### src/rtl/fswp_pkg.sv
package fswp_pkg;
   localparam logic [7:0] WRITE_ENABLE_CMD       = 8'h06;
   localparam logic [7:0] WRITE_DISABLE_CMD      = 8'h04;
   localparam logic [7:0] STATUS_READ_CMD        = 8'h05;
   localparam logic [7:0] STATUS_WRITE_CMD       = 8'h01;
   localparam logic [7:0] PAGE_PROGRAM_CMD       = 8'h02;
   localparam logic [7:0] QUAD_PAGE_PROGRAM_CMD  = 8'h32;
   localparam logic [7:0] QUAD_PAGE_PROGRAM_CMD2 = 8'h38;
   localparam logic [7:0] SECTOR_ERASE_CMD       = 8'hD7;
   localparam logic [7:0] SECTOR_ERASE_CMD2      = 8'h20;
   localparam logic [7:0] BLOCK32_ERASE_CMD      = 8'h52;
   localparam logic [7:0] BLOCK64_ERASE_CMD      = 8'hD8;
   localparam logic [7:0] CHIP_ERASE_CMD         = 8'hC7;
   localparam logic [7:0] CHIP_ERASE_CMD2        = 8'h60;
   localparam logic [7:0] FUNCTION_REG_WRITE_CMD = 8'h42;
   localparam logic [7:0] NV_READ_PARAM_SET_CMD  = 8'h65;
   localparam logic [7:0] NV_EXT_READ_PARAM_SET_CMD = 8'h85;
   localparam logic [7:0] INFO_ROW_ERASE_CMD     = 8'h64;
   localparam logic [7:0] INFO_ROW_PROGRAM_CMD   = 8'h62;
   localparam logic [7:0] AUTOBOOT_WRITE_CMD     = 8'h15;
   localparam logic [7:0] VOL_READ_PARAM_SET_CMD = 8'hC0;
   localparam logic [7:0] VOL_READ_PARAM_SET_CMD2 = 8'h63;
   localparam logic [7:0] VOL_EXT_READ_PARAM_SET_CMD = 8'h83;
   localparam logic [7:0] FUNCTION_READ_CMD      = 8'h48;
   localparam logic [7:0] EXT_READ_REG_READ_CMD  = 8'h81;
   localparam logic [7:0] SUSPEND_CMD            = 8'h75;
   localparam logic [7:0] RESET_ENABLE_CMD       = 8'h66;
   localparam logic [7:0] SOFT_RESET_CMD         = 8'h99;
   localparam logic [7:0] STATUS_RESET           = 8'h00;
   localparam int         BUSY_BIT               = 0;
   localparam int         WEL_BIT                = 1;
   localparam int         PROT_LSB               = 2;
   localparam int         QE_BIT                 = 6;
   localparam int         LOCK_BIT               = 7;
   localparam logic [7:0] NV_MASK                = 8'hFC;
   localparam logic [3:0] PROT_NONE              = 4'h0;
   localparam logic [3:0] BIT_CNT_LAST           = 4'h7;
   typedef struct packed {
      logic       statusLockBit;
      logic       quadEnable;
      logic [3:0] protectBits;
      logic       writeEnableLatch;
      logic       busyFlag;
   } fswp_status_t;
   typedef enum logic [1:0] {
      FSWP_OP_NONE,
      FSWP_OP_PROG_ERASE,
      FSWP_OP_REG_WRITE
   } fswp_op_t;
endpackage

### src/rtl/fswp_status_protect.sv
`timescale 1ns/10ps
module fswp_status_protect (
   input  wire logic                 ref_clk,
   input  wire logic                 rst_n,
   input  wire logic                 sckPin,
   input  wire logic                 chipEnableN,
   input  wire logic                 serialIn,
   input  wire logic                 protectPinN,
   input  wire logic                 regionProtected,
   input  wire logic                 opDone,
   output fswp_pkg::fswp_status_t    status,
   output logic                      serialOut,
   output logic                      serialOutEn,
   output logic                      startOp,
   output fswp_pkg::fswp_op_t        startKind,
   output logic [7:0]                lastCmd,
   output logic                      suspendReq,
   output logic                      writeProtectActive,
   output logic                      holdResetActive
);
   import fswp_pkg::*;

   // Every pin passes two flip-flops; the link clock keeps a third for edges
   logic [2:0] sckSync;
   logic [1:0] ceSync;
   logic [1:0] siSync;
   logic [1:0] wpSync;
   logic       ceDly;
   logic       next_ceDly;
   logic [2:0] next_sckSync;
   logic [1:0] next_ceSync;
   logic [1:0] next_siSync;
   logic [1:0] next_wpSync;
   logic       sckRise;
   logic       sckFall;
   logic       ceLow;
   logic       ceRise;

   always_comb begin
      next_sckSync = {sckSync[1:0], sckPin};
      next_ceSync  = {ceSync[0], chipEnableN};
      next_siSync  = {siSync[0], serialIn};
      next_wpSync  = {wpSync[0], protectPinN};
      next_ceDly   = ceSync[1];
   end

   always_ff @(posedge ref_clk or negedge rst_n) begin
      if (!rst_n) begin
         sckSync <= 3'h0;
         // Select and protect pins idle high, so no false edge after reset
         ceSync  <= 2'h3;
         siSync  <= 2'h0;
         wpSync  <= 2'h3;
         ceDly   <= 1'b1;
      end else begin
         sckSync <= next_sckSync;
         ceSync  <= next_ceSync;
         siSync  <= next_siSync;
         wpSync  <= next_wpSync;
         ceDly   <= next_ceDly;
      end
   end

   // Edge detection reads only the second stage and beyond
   assign sckRise = sckSync[1] & ~sckSync[2];
   assign sckFall = ~sckSync[1] & sckSync[2];
   assign ceLow   = ~ceSync[1];
   assign ceRise  = ceSync[1] & ~ceDly;

   // Frame decode state: opcode, data byte and the read shifter
   fswp_status_t sr;
   fswp_status_t next_sr;
   logic [3:0]   bitCnt;
   logic [3:0]   next_bitCnt;
   logic [7:0]   shiftIn;
   logic [7:0]   next_shiftIn;
   logic [7:0]   cmd;
   logic [7:0]   next_cmd;
   logic         cmdValid;
   logic         next_cmdValid;
   logic [7:0]   wrData;
   logic [7:0]   next_wrData;
   logic         dataValid;
   logic         next_dataValid;
   logic         bitsOdd;
   logic         next_bitsOdd;
   logic         reading;
   logic         next_reading;
   logic [7:0]   outShift;
   logic [7:0]   next_outShift;

   logic         next_serialOut;
   logic         next_serialOutEn;
   fswp_op_t     op;
   fswp_op_t     next_op;
   logic         next_startOp;
   fswp_op_t     next_startKind;
   logic [7:0]   next_lastCmd;
   logic         next_suspendReq;

   logic         needsLatch;
   logic         isProgErase;
   logic         srLocked;
   logic [7:0]   byteNow;
   logic         byteDone;

   // Byte as it stands once the current bit is shifted in
   assign byteNow  = {shiftIn[6:0], siSync[1]};
   assign byteDone = sckRise && ceLow && (bitCnt == BIT_CNT_LAST);
   // Lock follows the synchronised pin, so it lags a pin change slightly
   assign srLocked = sr.statusLockBit && !wpSync[1];

   always_comb begin
      // Write-class decode; anything not listed needs no latch
      unique case (cmd)
         PAGE_PROGRAM_CMD, QUAD_PAGE_PROGRAM_CMD, QUAD_PAGE_PROGRAM_CMD2,
         SECTOR_ERASE_CMD, SECTOR_ERASE_CMD2, BLOCK32_ERASE_CMD,
         BLOCK64_ERASE_CMD, CHIP_ERASE_CMD, CHIP_ERASE_CMD2,
         INFO_ROW_ERASE_CMD, INFO_ROW_PROGRAM_CMD: begin
            isProgErase = 1'b1;
            needsLatch  = 1'b1;
         end
         STATUS_WRITE_CMD, FUNCTION_REG_WRITE_CMD, NV_READ_PARAM_SET_CMD,
         NV_EXT_READ_PARAM_SET_CMD, AUTOBOOT_WRITE_CMD: begin
            isProgErase = 1'b0;
            needsLatch  = 1'b1;
         end
         default: begin
            // Volatile parameter sets fall here: no latch needed
            isProgErase = 1'b0;
            needsLatch  = 1'b0;
         end
      endcase
   end

   always_comb begin
      next_sr        = sr;
      next_bitCnt    = bitCnt;
      next_shiftIn   = shiftIn;
      next_cmd       = cmd;
      next_cmdValid  = cmdValid;
      next_wrData    = wrData;
      next_dataValid = dataValid;
      next_bitsOdd   = bitsOdd;
      next_reading   = reading;
      next_outShift  = outShift;
      next_serialOut = serialOut;
      next_serialOutEn = reading && ceLow;
      next_op        = op;
      next_startOp   = 1'b0;
      next_startKind = startKind;
      next_lastCmd   = lastCmd;
      next_suspendReq = 1'b0;

      if (!ceLow) begin
         next_bitCnt  = 4'h0;
         next_reading = 1'b0;
      end else if (sckRise) begin
         next_shiftIn = byteNow;
         next_bitCnt  = byteDone ? 4'h0 : bitCnt + 4'h1;
         next_bitsOdd = !byteDone;
         if (byteDone && !cmdValid) begin
            next_cmd      = byteNow;
            next_cmdValid = 1'b1;
            // Reads are served while busy so the host can poll; enable and
            // disable act on the opcode byte itself, not at frame end
            if (byteNow == STATUS_READ_CMD) begin
               next_reading  = 1'b1;
               next_outShift = sr;
            end else if (byteNow == SUSPEND_CMD && sr.busyFlag
                         && op == FSWP_OP_PROG_ERASE) begin
               next_suspendReq = 1'b1;
            end else if (!sr.busyFlag && byteNow == WRITE_ENABLE_CMD) begin
               next_sr.writeEnableLatch = 1'b1;
            end else if (!sr.busyFlag && byteNow == WRITE_DISABLE_CMD) begin
               next_sr.writeEnableLatch = 1'b0;
            end
         end else if (byteDone && !dataValid) begin
            next_wrData    = byteNow;
            next_dataValid = 1'b1;
         end
      end else if (sckFall && reading) begin
         // Shift out MSB first; each byte boundary reloads the live value,
         // so a long poll sees busy drop in the next byte loaded after the operation ends
         if (bitCnt == 4'h0) begin
            next_serialOut = sr[LOCK_BIT];
            next_outShift  = {sr[6:0], 1'b0};
         end else begin
            next_serialOut = outShift[7];
            next_outShift  = {outShift[6:0], 1'b0};
         end
      end

      // A frame cut inside a byte leaves bitsOdd set and launches nothing
      if (ceRise) begin
         next_cmdValid  = 1'b0;
         next_dataValid = 1'b0;
         // Only a whole-byte frame while idle may launch
         if (cmdValid && !bitsOdd && !sr.busyFlag && needsLatch
             && sr.writeEnableLatch) begin
            if (cmd == STATUS_WRITE_CMD) begin
               if (dataValid && !srLocked) begin
                  next_sr = (sr & ~NV_MASK) | (wrData & NV_MASK);
                  next_sr.busyFlag = 1'b1;
                  next_op = FSWP_OP_REG_WRITE;
               end
            end else if (isProgErase) begin
               if ((cmd == CHIP_ERASE_CMD || cmd == CHIP_ERASE_CMD2)
                   ? (sr.protectBits == PROT_NONE)
                   : !regionProtected) begin
                  next_sr.busyFlag = 1'b1;
                  next_op = FSWP_OP_PROG_ERASE;
               end
            end else begin
               next_sr.busyFlag = 1'b1;
               next_op = FSWP_OP_REG_WRITE;
            end
            next_startOp   = next_sr.busyFlag;
            // Held fields follow launches only; a refused frame leaves them
            if (next_sr.busyFlag) begin
               next_startKind = next_op;
               next_lastCmd   = cmd;
            end
         end
      end

      // Launch is gated on idle, so set and clear of busy never collide;
      // suspend keeps the latch so the resumed work needs no new enable
      if (sr.busyFlag && (opDone || suspendReq)) begin
         next_sr.busyFlag         = 1'b0;
         next_sr.writeEnableLatch = suspendReq ? sr.writeEnableLatch
                                               : 1'b0;
         next_op = FSWP_OP_NONE;
      end
   end

   // Registers only; every decision lives in the process above
   always_ff @(posedge ref_clk or negedge rst_n) begin
      if (!rst_n) begin
         sr          <= STATUS_RESET;
         bitCnt      <= 4'h0;
         shiftIn     <= 8'h00;
         cmd         <= 8'h00;
         cmdValid    <= 1'b0;
         wrData      <= 8'h00;
         dataValid   <= 1'b0;
         bitsOdd     <= 1'b0;
         reading     <= 1'b0;
         outShift    <= 8'h00;
         serialOut   <= 1'b0;
         serialOutEn <= 1'b0;
         op          <= FSWP_OP_NONE;
         startOp     <= 1'b0;
         startKind   <= FSWP_OP_NONE;
         lastCmd     <= 8'h00;
         suspendReq  <= 1'b0;
      end else begin
         sr          <= next_sr;
         bitCnt      <= next_bitCnt;
         shiftIn     <= next_shiftIn;
         cmd         <= next_cmd;
         cmdValid    <= next_cmdValid;
         wrData      <= next_wrData;
         dataValid   <= next_dataValid;
         bitsOdd     <= next_bitsOdd;
         reading     <= next_reading;
         outShift    <= next_outShift;
         serialOut   <= next_serialOut;
         serialOutEn <= next_serialOutEn;
         op          <= next_op;
         startOp     <= next_startOp;
         startKind   <= next_startKind;
         lastCmd     <= next_lastCmd;
         suspendReq  <= next_suspendReq;
      end
   end

   // Status is a register, so reads and the pin roles see one value
   assign status = sr;
   // Role flags drop while quad mode is on; srLocked reads the protect pin in every mode
   assign writeProtectActive = !sr.quadEnable;
   assign holdResetActive    = !sr.quadEnable;
endmodule

### config.mk
export PLATFORM = sky130hd
export DESIGN_NAME = fswp_status_protect
export DESIGN_NICKNAME = d
export VERILOG_FILES = /design/src/rtl/fswp_pkg.sv /design/src/rtl/fswp_status_protect.sv
export SDC_FILE = /design/constraint.sdc
export NUM_CORES = 1
export LEC_CHECK = 0
export BUFFER_PORTS_ARGS = -buffer_cell sky130_fd_sc_hd__buf_2
export CAP_MARGIN = 20
export CORE_MARGIN = 4
export CORE_UTILIZATION = 58
export CTS_CLUSTER_SIZE = 24
export DETAILED_ROUTE_END_ITERATION = 10
export PLACE_DENSITY = 0.82
export SLEW_MARGIN = 40
export SYNTH_ARGS = -nofsm -noshare
export SYNTH_HDL_FRONTEND = slang
export SYNTH_SLANG_ARGS = --single-unit
### constraint.sdc
create_clock -name ref_clk -period 2.55 [get_ports ref_clk]
set_input_delay 0.1275 -clock ref_clk [delete_from_list [all_inputs] [get_ports ref_clk]]
set_output_delay 0.1275 -clock ref_clk [all_outputs]
set_load 0.05 [all_outputs]
==> results of run 1 <==
[worst max-delay path, delay by kind of cell (launching register included)]
family                 cells  cell delay [ns]
AOI/OAI and AO/OA          4             0.78
buffers and inverters      1             0.25
DFF                        1             0.53
muxes                      1             0.35
and+or+nand+nor            1             0.41
[cell type report]
| class | count | area [um2] |
|---|---|---|
| sequential | 71 | 1783 |
| fill | 412 | 1734 |
| multi-input combinational | 185 | 1370 |
| timing repair buffer | 46 | 292.8 |
| clock buffer | 13 | 148.9 |
| tap | 72 | 90.09 |
| inverter | 12 | 45.04 |
| clock inverter | 3 | 42.54 |
[timing repair]
| action | 4_1_cts | 5_1_grt |
|---|---|---|
| gates resized for setup | 0 | 0 |
| hold buffers | 5 | 0 |
| endpoints found under the hold margin | 21 | 0 |
[metal layers]
metal  vias up  part of all wire, %  GRT usage, %
met2        80                   47         30.10
met5         -                    0             0
li1       1088                    -             -
met4         0                  1.7         10.25
met3        15                  6.6         4.762
met1      1089                   45         27.63
[worst max-delay path by stage]
stage	from	to	slack, ns	cells past startpoint
floorplan	cmd[1]$_DFFE_PN0P_	lastCmd[0]$_DFFE_PN0P_	0.39	8
global placement	cmd[7]$_DFFE_PN0P_	lastCmd[7]$_DFFE_PN0P_	0.24	7
detailed placement	cmd[7]$_DFFE_PN0P_	lastCmd[7]$_DFFE_PN0P_	0.15	7
CTS	cmd[7]$_DFFE_PN0P_	lastCmd[7]$_DFFE_PN0P_	0.12	7
global route	cmd[7]$_DFFE_PN0P_	lastCmd[7]$_DFFE_PN0P_	0.003	7
finish	cmd[7]$_DFFE_PN0P_	lastCmd[7]$_DFFE_PN0P_	0.11	7
[layout by cell type (no fill, tap or decap), types with 2 or more instances in the layout]
master,instances
nor3b_1,2
nand4_1,2
nor4_1,4
nand2_1,24
nor2_1,20
o21a_1,2
nor4b_1,3
dfrtp_1,66
mux2_1,5
clkbuf_8,10
nor2b_1,3
mux2i_1,10
clkbuf_1,3
ha_1,2
dlygate4sd3_1,5
nor3_1,6
or4_1,2
buf_2,31
dfstp_2,5
nand2b_1,3
o22ai_1,3
o21ai_0,5
inv_1,11
mux2_4,8
nand3_1,6
o21ai_1,10
mux2_2,19
buf_4,9
nand3b_1,4
nor4_2,2
xor2_1,2
nor4bb_1,2
a21o_1,2
a31oi_1,2
a21oi_1,13
a21oi_2,2
[power by group through the flow]
stage / combinational (uW) / sequential [uW] / clock [uW]
after floorplan: 101 / 1270 / 0
after global placement: 156 / 1290 / 0
after detailed placement: 163 / 1300 / 0
after CTS: 170 / 1280 / 894
after global routing: 184 / 1290 / 940
final: 169 / 1280 / 876
[state kept, by name (all words and copies together) (netlist names), 2 cells and up]
name and flops:
cmd 8, wpSync 2, startKind 2, status 8
siSync 2, sckSync 3, shiftIn 7, outShift 8
bitCnt 4, op 2, lastCmd 8, ceSync 2
wrData 6
[metrics by stage]
step                      setup slack [ns]  std cells  total power, uW  utilization [%]
after floorplan                     0.3865        284             1367                -
after global placement              0.2442        381             1450            64.05
after detailed placement            0.1455        381             1460            64.12
after CTS                           0.1237        402             2339            68.51
after global routing              0.002822        402             2412            68.51
final                               0.1132        402             2322            68.51
[cells by family after synthesis]
family,Yosys count
simple gates,92
mux,42
xor+xnor,2
flops,71
buf+inv,28
fa+ha+maj,3
compound gates,46
[Yosys cell counts (3+ instances only)]
cell      instances
mux2i_1          10
o21ai_1          10
dfrtp_1          66
nor2b_1           3
mux2_2           19
nand2b_1          3
nor3_1            6
nand3_1           6
o22ai_1           3
nor4b_1           3
mux2_4            8
inv_1            11
dfstp_2           5
nand3b_1          4
nor4_1            4
nor2_1           20
buf_2             7
o21ai_0           5
clkbuf_1          5
mux2_1            5
a21oi_1          14
nand2_1          24
==> results.yml, run 1 <==
status:
  outcome: "finished clean"
synthesis:
  yosys.area.top_type: "dfrtp_1"
  synthMuxAreaShare_pct: 14.94
  synth_nets: 294
  ys.flop_type: "dfrtp_1"
  synth_top_family_by_area: "simple AND/OR/NAND/NOR gates"
  seq_area_frac_synth_pct: 54.33
  syn-cell-area_mm2: 0.003282
  synth-xor-area-share_pct: 0.5337
  synthSimpleGateAreaFrac_pct: 15.90
  syn-instance-count: 284
  ys_ff_latch: 71
  avgSynthCellArea_um2: 11.56
  synth-compound-area-share_pct: 9.150
  synth_fa_ha_area_share_pct: 1.106
  ys_types: 54
  async_reset_ff_share_pct: 100.0
  synth_top_area_share_pct: 50.32
  yosysWarnings: 0
  yosys-top-cells-area: "dfrtp_1 50%, mux2_2 6.5%, dfstp_2 4.0%"
  synth_edf_count: 0
timing:
  tightest_slew_ns: 0.6822
  setup_violations: 0
  hold_viol: 0
  final.min_clock_period_ns: 2.437
  clock_skew_ns: 0.006379
  slew-limit-headroom_pct: 54.35
  min_period_over_period_pct: 95.56
  timing.hold.ws_ns: 0.1941
  drv_slew: 0
  rsz0062_at_grt: "false"
  fmax_ghz: 0.4104
  tns_ns: 0
pwr:
  p_clk_share_pct: 37.7
  internal_power_uw: 1750
  irDropWorstVdd_mv: 0.3800
  combPwrFrac_pct: 7.3
  swShare_pct: 24.64
  total_leakage_power_uw: 0.001799
  p_sw_uw: 572.1
  p_seq_share_pct: 55.0
  powerDensity_mw_per_mm2: 615.5
setup_path:
  r2r_setup_slack_ns: 0.11
  start_kind: "flop"
  reg2reg_to: "lastCmd[7]$_DFFE_PN0P_"
  cp_cell_sequence: "or3b_1, a211o_1, o211ai_2, o31ai_2, a211oi_4, buf_4, mux2_1"
  arrival_ns: 2.66
  slowest_stage: "dfrtp_1"
  reg2regPathDepth: 7
  worstPathRequired_ns: 2.77
  critPathMaxFanout: 14
  slowest_delay_ns: 0.53
  path_class: "flop to flop"
  worst_setup_path_end_kind: "flop"
  r2r-start: "cmd[7]$_DFFE_PN0P_"
die:
  dieArea_mm2: 0.006926
  core_area_mm2: 0.005507
  io-pin-count: 32
  dieWidth_um: 83.22
  start_util_pct: 59.60
  die-height_um: 83.22
  row_count: 27
global_routing:
  grtUsageTotal_pct: 20.22
  antenna_found_initial: 0
  grt_overflow_total: 0
  grt_max_degree: 52
  grt_first_pass_wirelength_um: 11250
  grt_pass1_vias: 2272
clocking:
  cts_tree: "yes"
  clockBufferDepth: 2
  path_clk_slew_ns: 0.07
  cts_root_buf: "clkbuf_8"
  clkSinkCount: 71
  numCtsBuffers: 9
  clock_latency_ns: 0.34
  postCtsSetupBuffers: 0
  h-tree-depth: 3
route:
  drtIter0Drc: 210
  drc_errors: 0
  ant_nets: 0
  firstDrtPassIters: 5
  avgViaCountPerCell: 5.652
  wire_per_inst_um: 16.32
  totalWireLength_um: 6560
  vias: 2272
hold_path:
  hold_start: "opDone"
  hp-class: "input port to flop"
  hold_depth: 3
  min_to: "status[0]$_DFFE_PN0P_"
placed_design:
  gp_congestion: 0.8236
  dp_hpwl_um: 4538
  portBuffers: 31
  placed_area_mm2: 0.003531
layout:
  design_area_mm2: 0.003772
  antenna_cells: 0
  drive_gt1_share_pct: 30.61
  final_net_count: 335
  area_growth_pct: 14.94
job:
  maxCapViolCount: 0
Note: power is estimated with default switching activity, not from simulation.
==> run 2: changes to the inputs <==
--- a/config.mk
+++ b/config.mk
@@ -6,12 +6,12 @@
 export NUM_CORES = 1
 export LEC_CHECK = 0
 export BUFFER_PORTS_ARGS = -buffer_cell sky130_fd_sc_hd__buf_2
-export CAP_MARGIN = 20
 export CORE_MARGIN = 4
-export CORE_UTILIZATION = 58
+export CORE_UTILIZATION = 53
 export CTS_CLUSTER_SIZE = 24
 export DETAILED_ROUTE_END_ITERATION = 10
-export PLACE_DENSITY = 0.82
+export PLACE_DENSITY = 0.79
+export RECOVER_POWER = 50
 export SLEW_MARGIN = 40
 export SYNTH_ARGS = -nofsm -noshare
 export SYNTH_HDL_FRONTEND = slang
==> constraint.sdc (replaced) <==
create_clock -name ref_clk -period 2.05 [get_ports ref_clk]
set_input_delay 0.1025 -clock ref_clk [delete_from_list [all_inputs] [get_ports ref_clk]]
set_output_delay 0.1025 -clock ref_clk [all_outputs]
set_load 0.05 [all_outputs]
==> run 2 against run 1 <==
  * The run now ends with capacitance limit, slew limit, setup timing left
  * Clock power up 27%
  * Power rose by 27%
  * Clock skew increased by 0.0026 ns
  * Sequential power rose by 22%
  * Critical path depth is 1 higher
  * Non-clock buffer count increased by 47
  * Core utilization up 3.2 points
  * Fmax grew 5.5%
  * Clock-buffer cell count unchanged
  * Wire length grew 11%
==> results.yml, run 2 (synthesized netlist as in run 1, its figures left out) <==
status:
  outcome: "complete, but fails checks"
  violations: "capacitance limit, slew limit, setup timing"
global_routing:
  grt_pass1_vias: 2388
  grtUsageTotal_pct: 20.49
  grt_overflow_total: 0
  grt_max_degree: 72
  grt_first_pass_wirelength_um: 11780
  antenna_found_initial: 0
setup_path:
  critPathMaxFanout: 11
  arrival_ns: 2.54
  path_class: "flop to flop"
  r2r_setup_slack_ns: -0.26
  worstPathRequired_ns: 2.28
  start_kind: "flop"
  worst_setup_path_end_kind: "flop"
die:
  dieArea_mm2: 0.007515
  die-height_um: 86.69
  row_count: 28
  core_area_mm2: 0.005956
  io-pin-count: 32
  start_util_pct: 55.11
  dieWidth_um: 86.69
clocking:
  path_clk_slew_ns: 0.07
  cts_root_buf: "clkbuf_8"
  clock_latency_ns: 0.35
  h-tree-depth: 3
  clkSinkCount: 71
  numCtsBuffers: 9
  clockBufferDepth: 2
  cts_tree: "yes"
timing:
  worst_slack_ns: -0.2594
  min_period_over_period_pct: 112.7
  hold_viol: 0
  fmax_ghz: 0.4330
  timing.hold.ws_ns: 0.1792
  drv_slew: 71
  slew-limit-headroom_pct: -0.3256
  setup_violations: 11
  tns_ns: -2.498
  final.min_clock_period_ns: 2.309
  tightest_slew_ns: 1.505
  clock_skew_ns: 0.008970
  rsz0062_at_grt: "true"
route:
  drtIter0Drc: 176
  drc_errors: 0
  totalWireLength_um: 7296
  ant_nets: 0
  avgViaCountPerCell: 5.462
  wire_per_inst_um: 16.14
  firstDrtPassIters: 4
  vias: 2469
hold_path:
  hp-class: "input port to flop"
layout:
  area_growth_pct: 30.08
  layout_commonest_cell: "dfrtp_1"
  final_net_count: 382
  multi_input_area_mm2: 0.001491
  fill_cells: 404
  drive_gt1_share_pct: 43.77
  antenna_cells: 0
  layout_common_cells: "62 x dfrtp_1, 51 x buf_4, 32 x buf_2"
  register_area_mm2: 0.001788
pwr:
  total_leakage_power_uw: 0.002064
  irDropWorstVdd_mv: 0.5211
  total_power_uw: 2938
  powerDensity_mw_per_mm2: 688.2
placed_design:
  dp_hpwl_um: 4959
  dp_slack_ns: -0.2678
  gp_congestion: 0.9316
  portBuffers: 31
job:
  maxCapViolCount: 1
[run 2: cell types whose count changed in the layout (fill, tap and decap cells not counted), moves of 3 or more]
cell,before,now
buf_4,9,51
buf_6,0,4
dfrtp_1,66,62
dfrtp_2,0,4
nor4b_1,3,0
[run 2: metal layers]
layer / global-route usage (%) / part of all wire (%) / vias up / wire length (um)
met4: 9.348 / 1.3 / 0 / 93
met5: 0 / 0 / - / 0
met3: 4.183 / 4.2 / 8 / 306
met1: 26.77 / 44 / 1217 / 3239
li1: - / - / 1174 / -
met2: 32.89 / 50 / 70 / 3656
[run 2: area by class of cell]
type / count / share of cell area, %
Tap cell: 75 / 2.198
Clock inverter: 3 / 1.026
Timing Repair Buffer: 93 / 15.42
Inverter: 12 / 1.055
Clock buffer: 13 / 3.488
Multi-Input combinational cell: 185 / 34.94
Sequential cell: 71 / 41.88
[run 2: final timing paths]
| check | start | to | cells after the start |
|---|---|---|---|
| setup / recovery | cmd[7]$_DFFE_PN0P_ | lastCmd[2]$_DFFE_PN0P_ | 8 |
| hold / removal | regionProtected | startOp$_DFF_PN0_ | 4 |
| setup reg to reg | cmd[7]$_DFFE_PN0P_ | lastCmd[2]$_DFFE_PN0P_ | 8 |
| hold reg to reg | sckSync[0]$_DFF_PN0_ | sckSync[1]$_DFF_PN0_ | 0 |
| max in group asynchronous | rst_n | cmd[4]$_DFFE_PN0P_ | 3 |
| min in group asynchronous | rst_n | bitCnt[2]$_DFFE_PN0N_ | 3 |
[run 2: timing repair]
item	CTS	global route
pin swaps	2	6
endpoints found under the setup margin	11	17
gates resized for setup	11	14
buffers inserted	3	3
endpoints found under the hold margin	70	0
hold buffers	5	0
[run 2: critical path: stages (launching register included)]
cell,delay [ns]
dfrtp_2,0.48
buf_4,0.19
nor4_2,0.31
nand2_1,0.11
o211ai_2,0.25
o31ai_4,0.10
a211oi_4,0.27
buf_12,0.18
mux2_4,0.30
[run 2: through the flow]
| stage | utilization (%) | instance area, um2 | std cells |
|---|---|---|---|
| finish | 71.68 | 4269 | 452 |
| global route | 71.68 | 4269 | 452 |
| CTS | 70.32 | 4188 | 449 |
| detailed placement | 65.36 | 3892 | 425 |
| global placement | 65.36 | 3892 | 425 |
| floorplan | - | 3341 | 284 |
[run 2: power by group]
part / switching (uW) / total [uW] / internal, uW
Sequential: 81.3 / 1560 / 1480
Clock: 512 / 1110 / 597
Combinational: 139 / 271 / 132
Total: 732 / 2940 / 2210
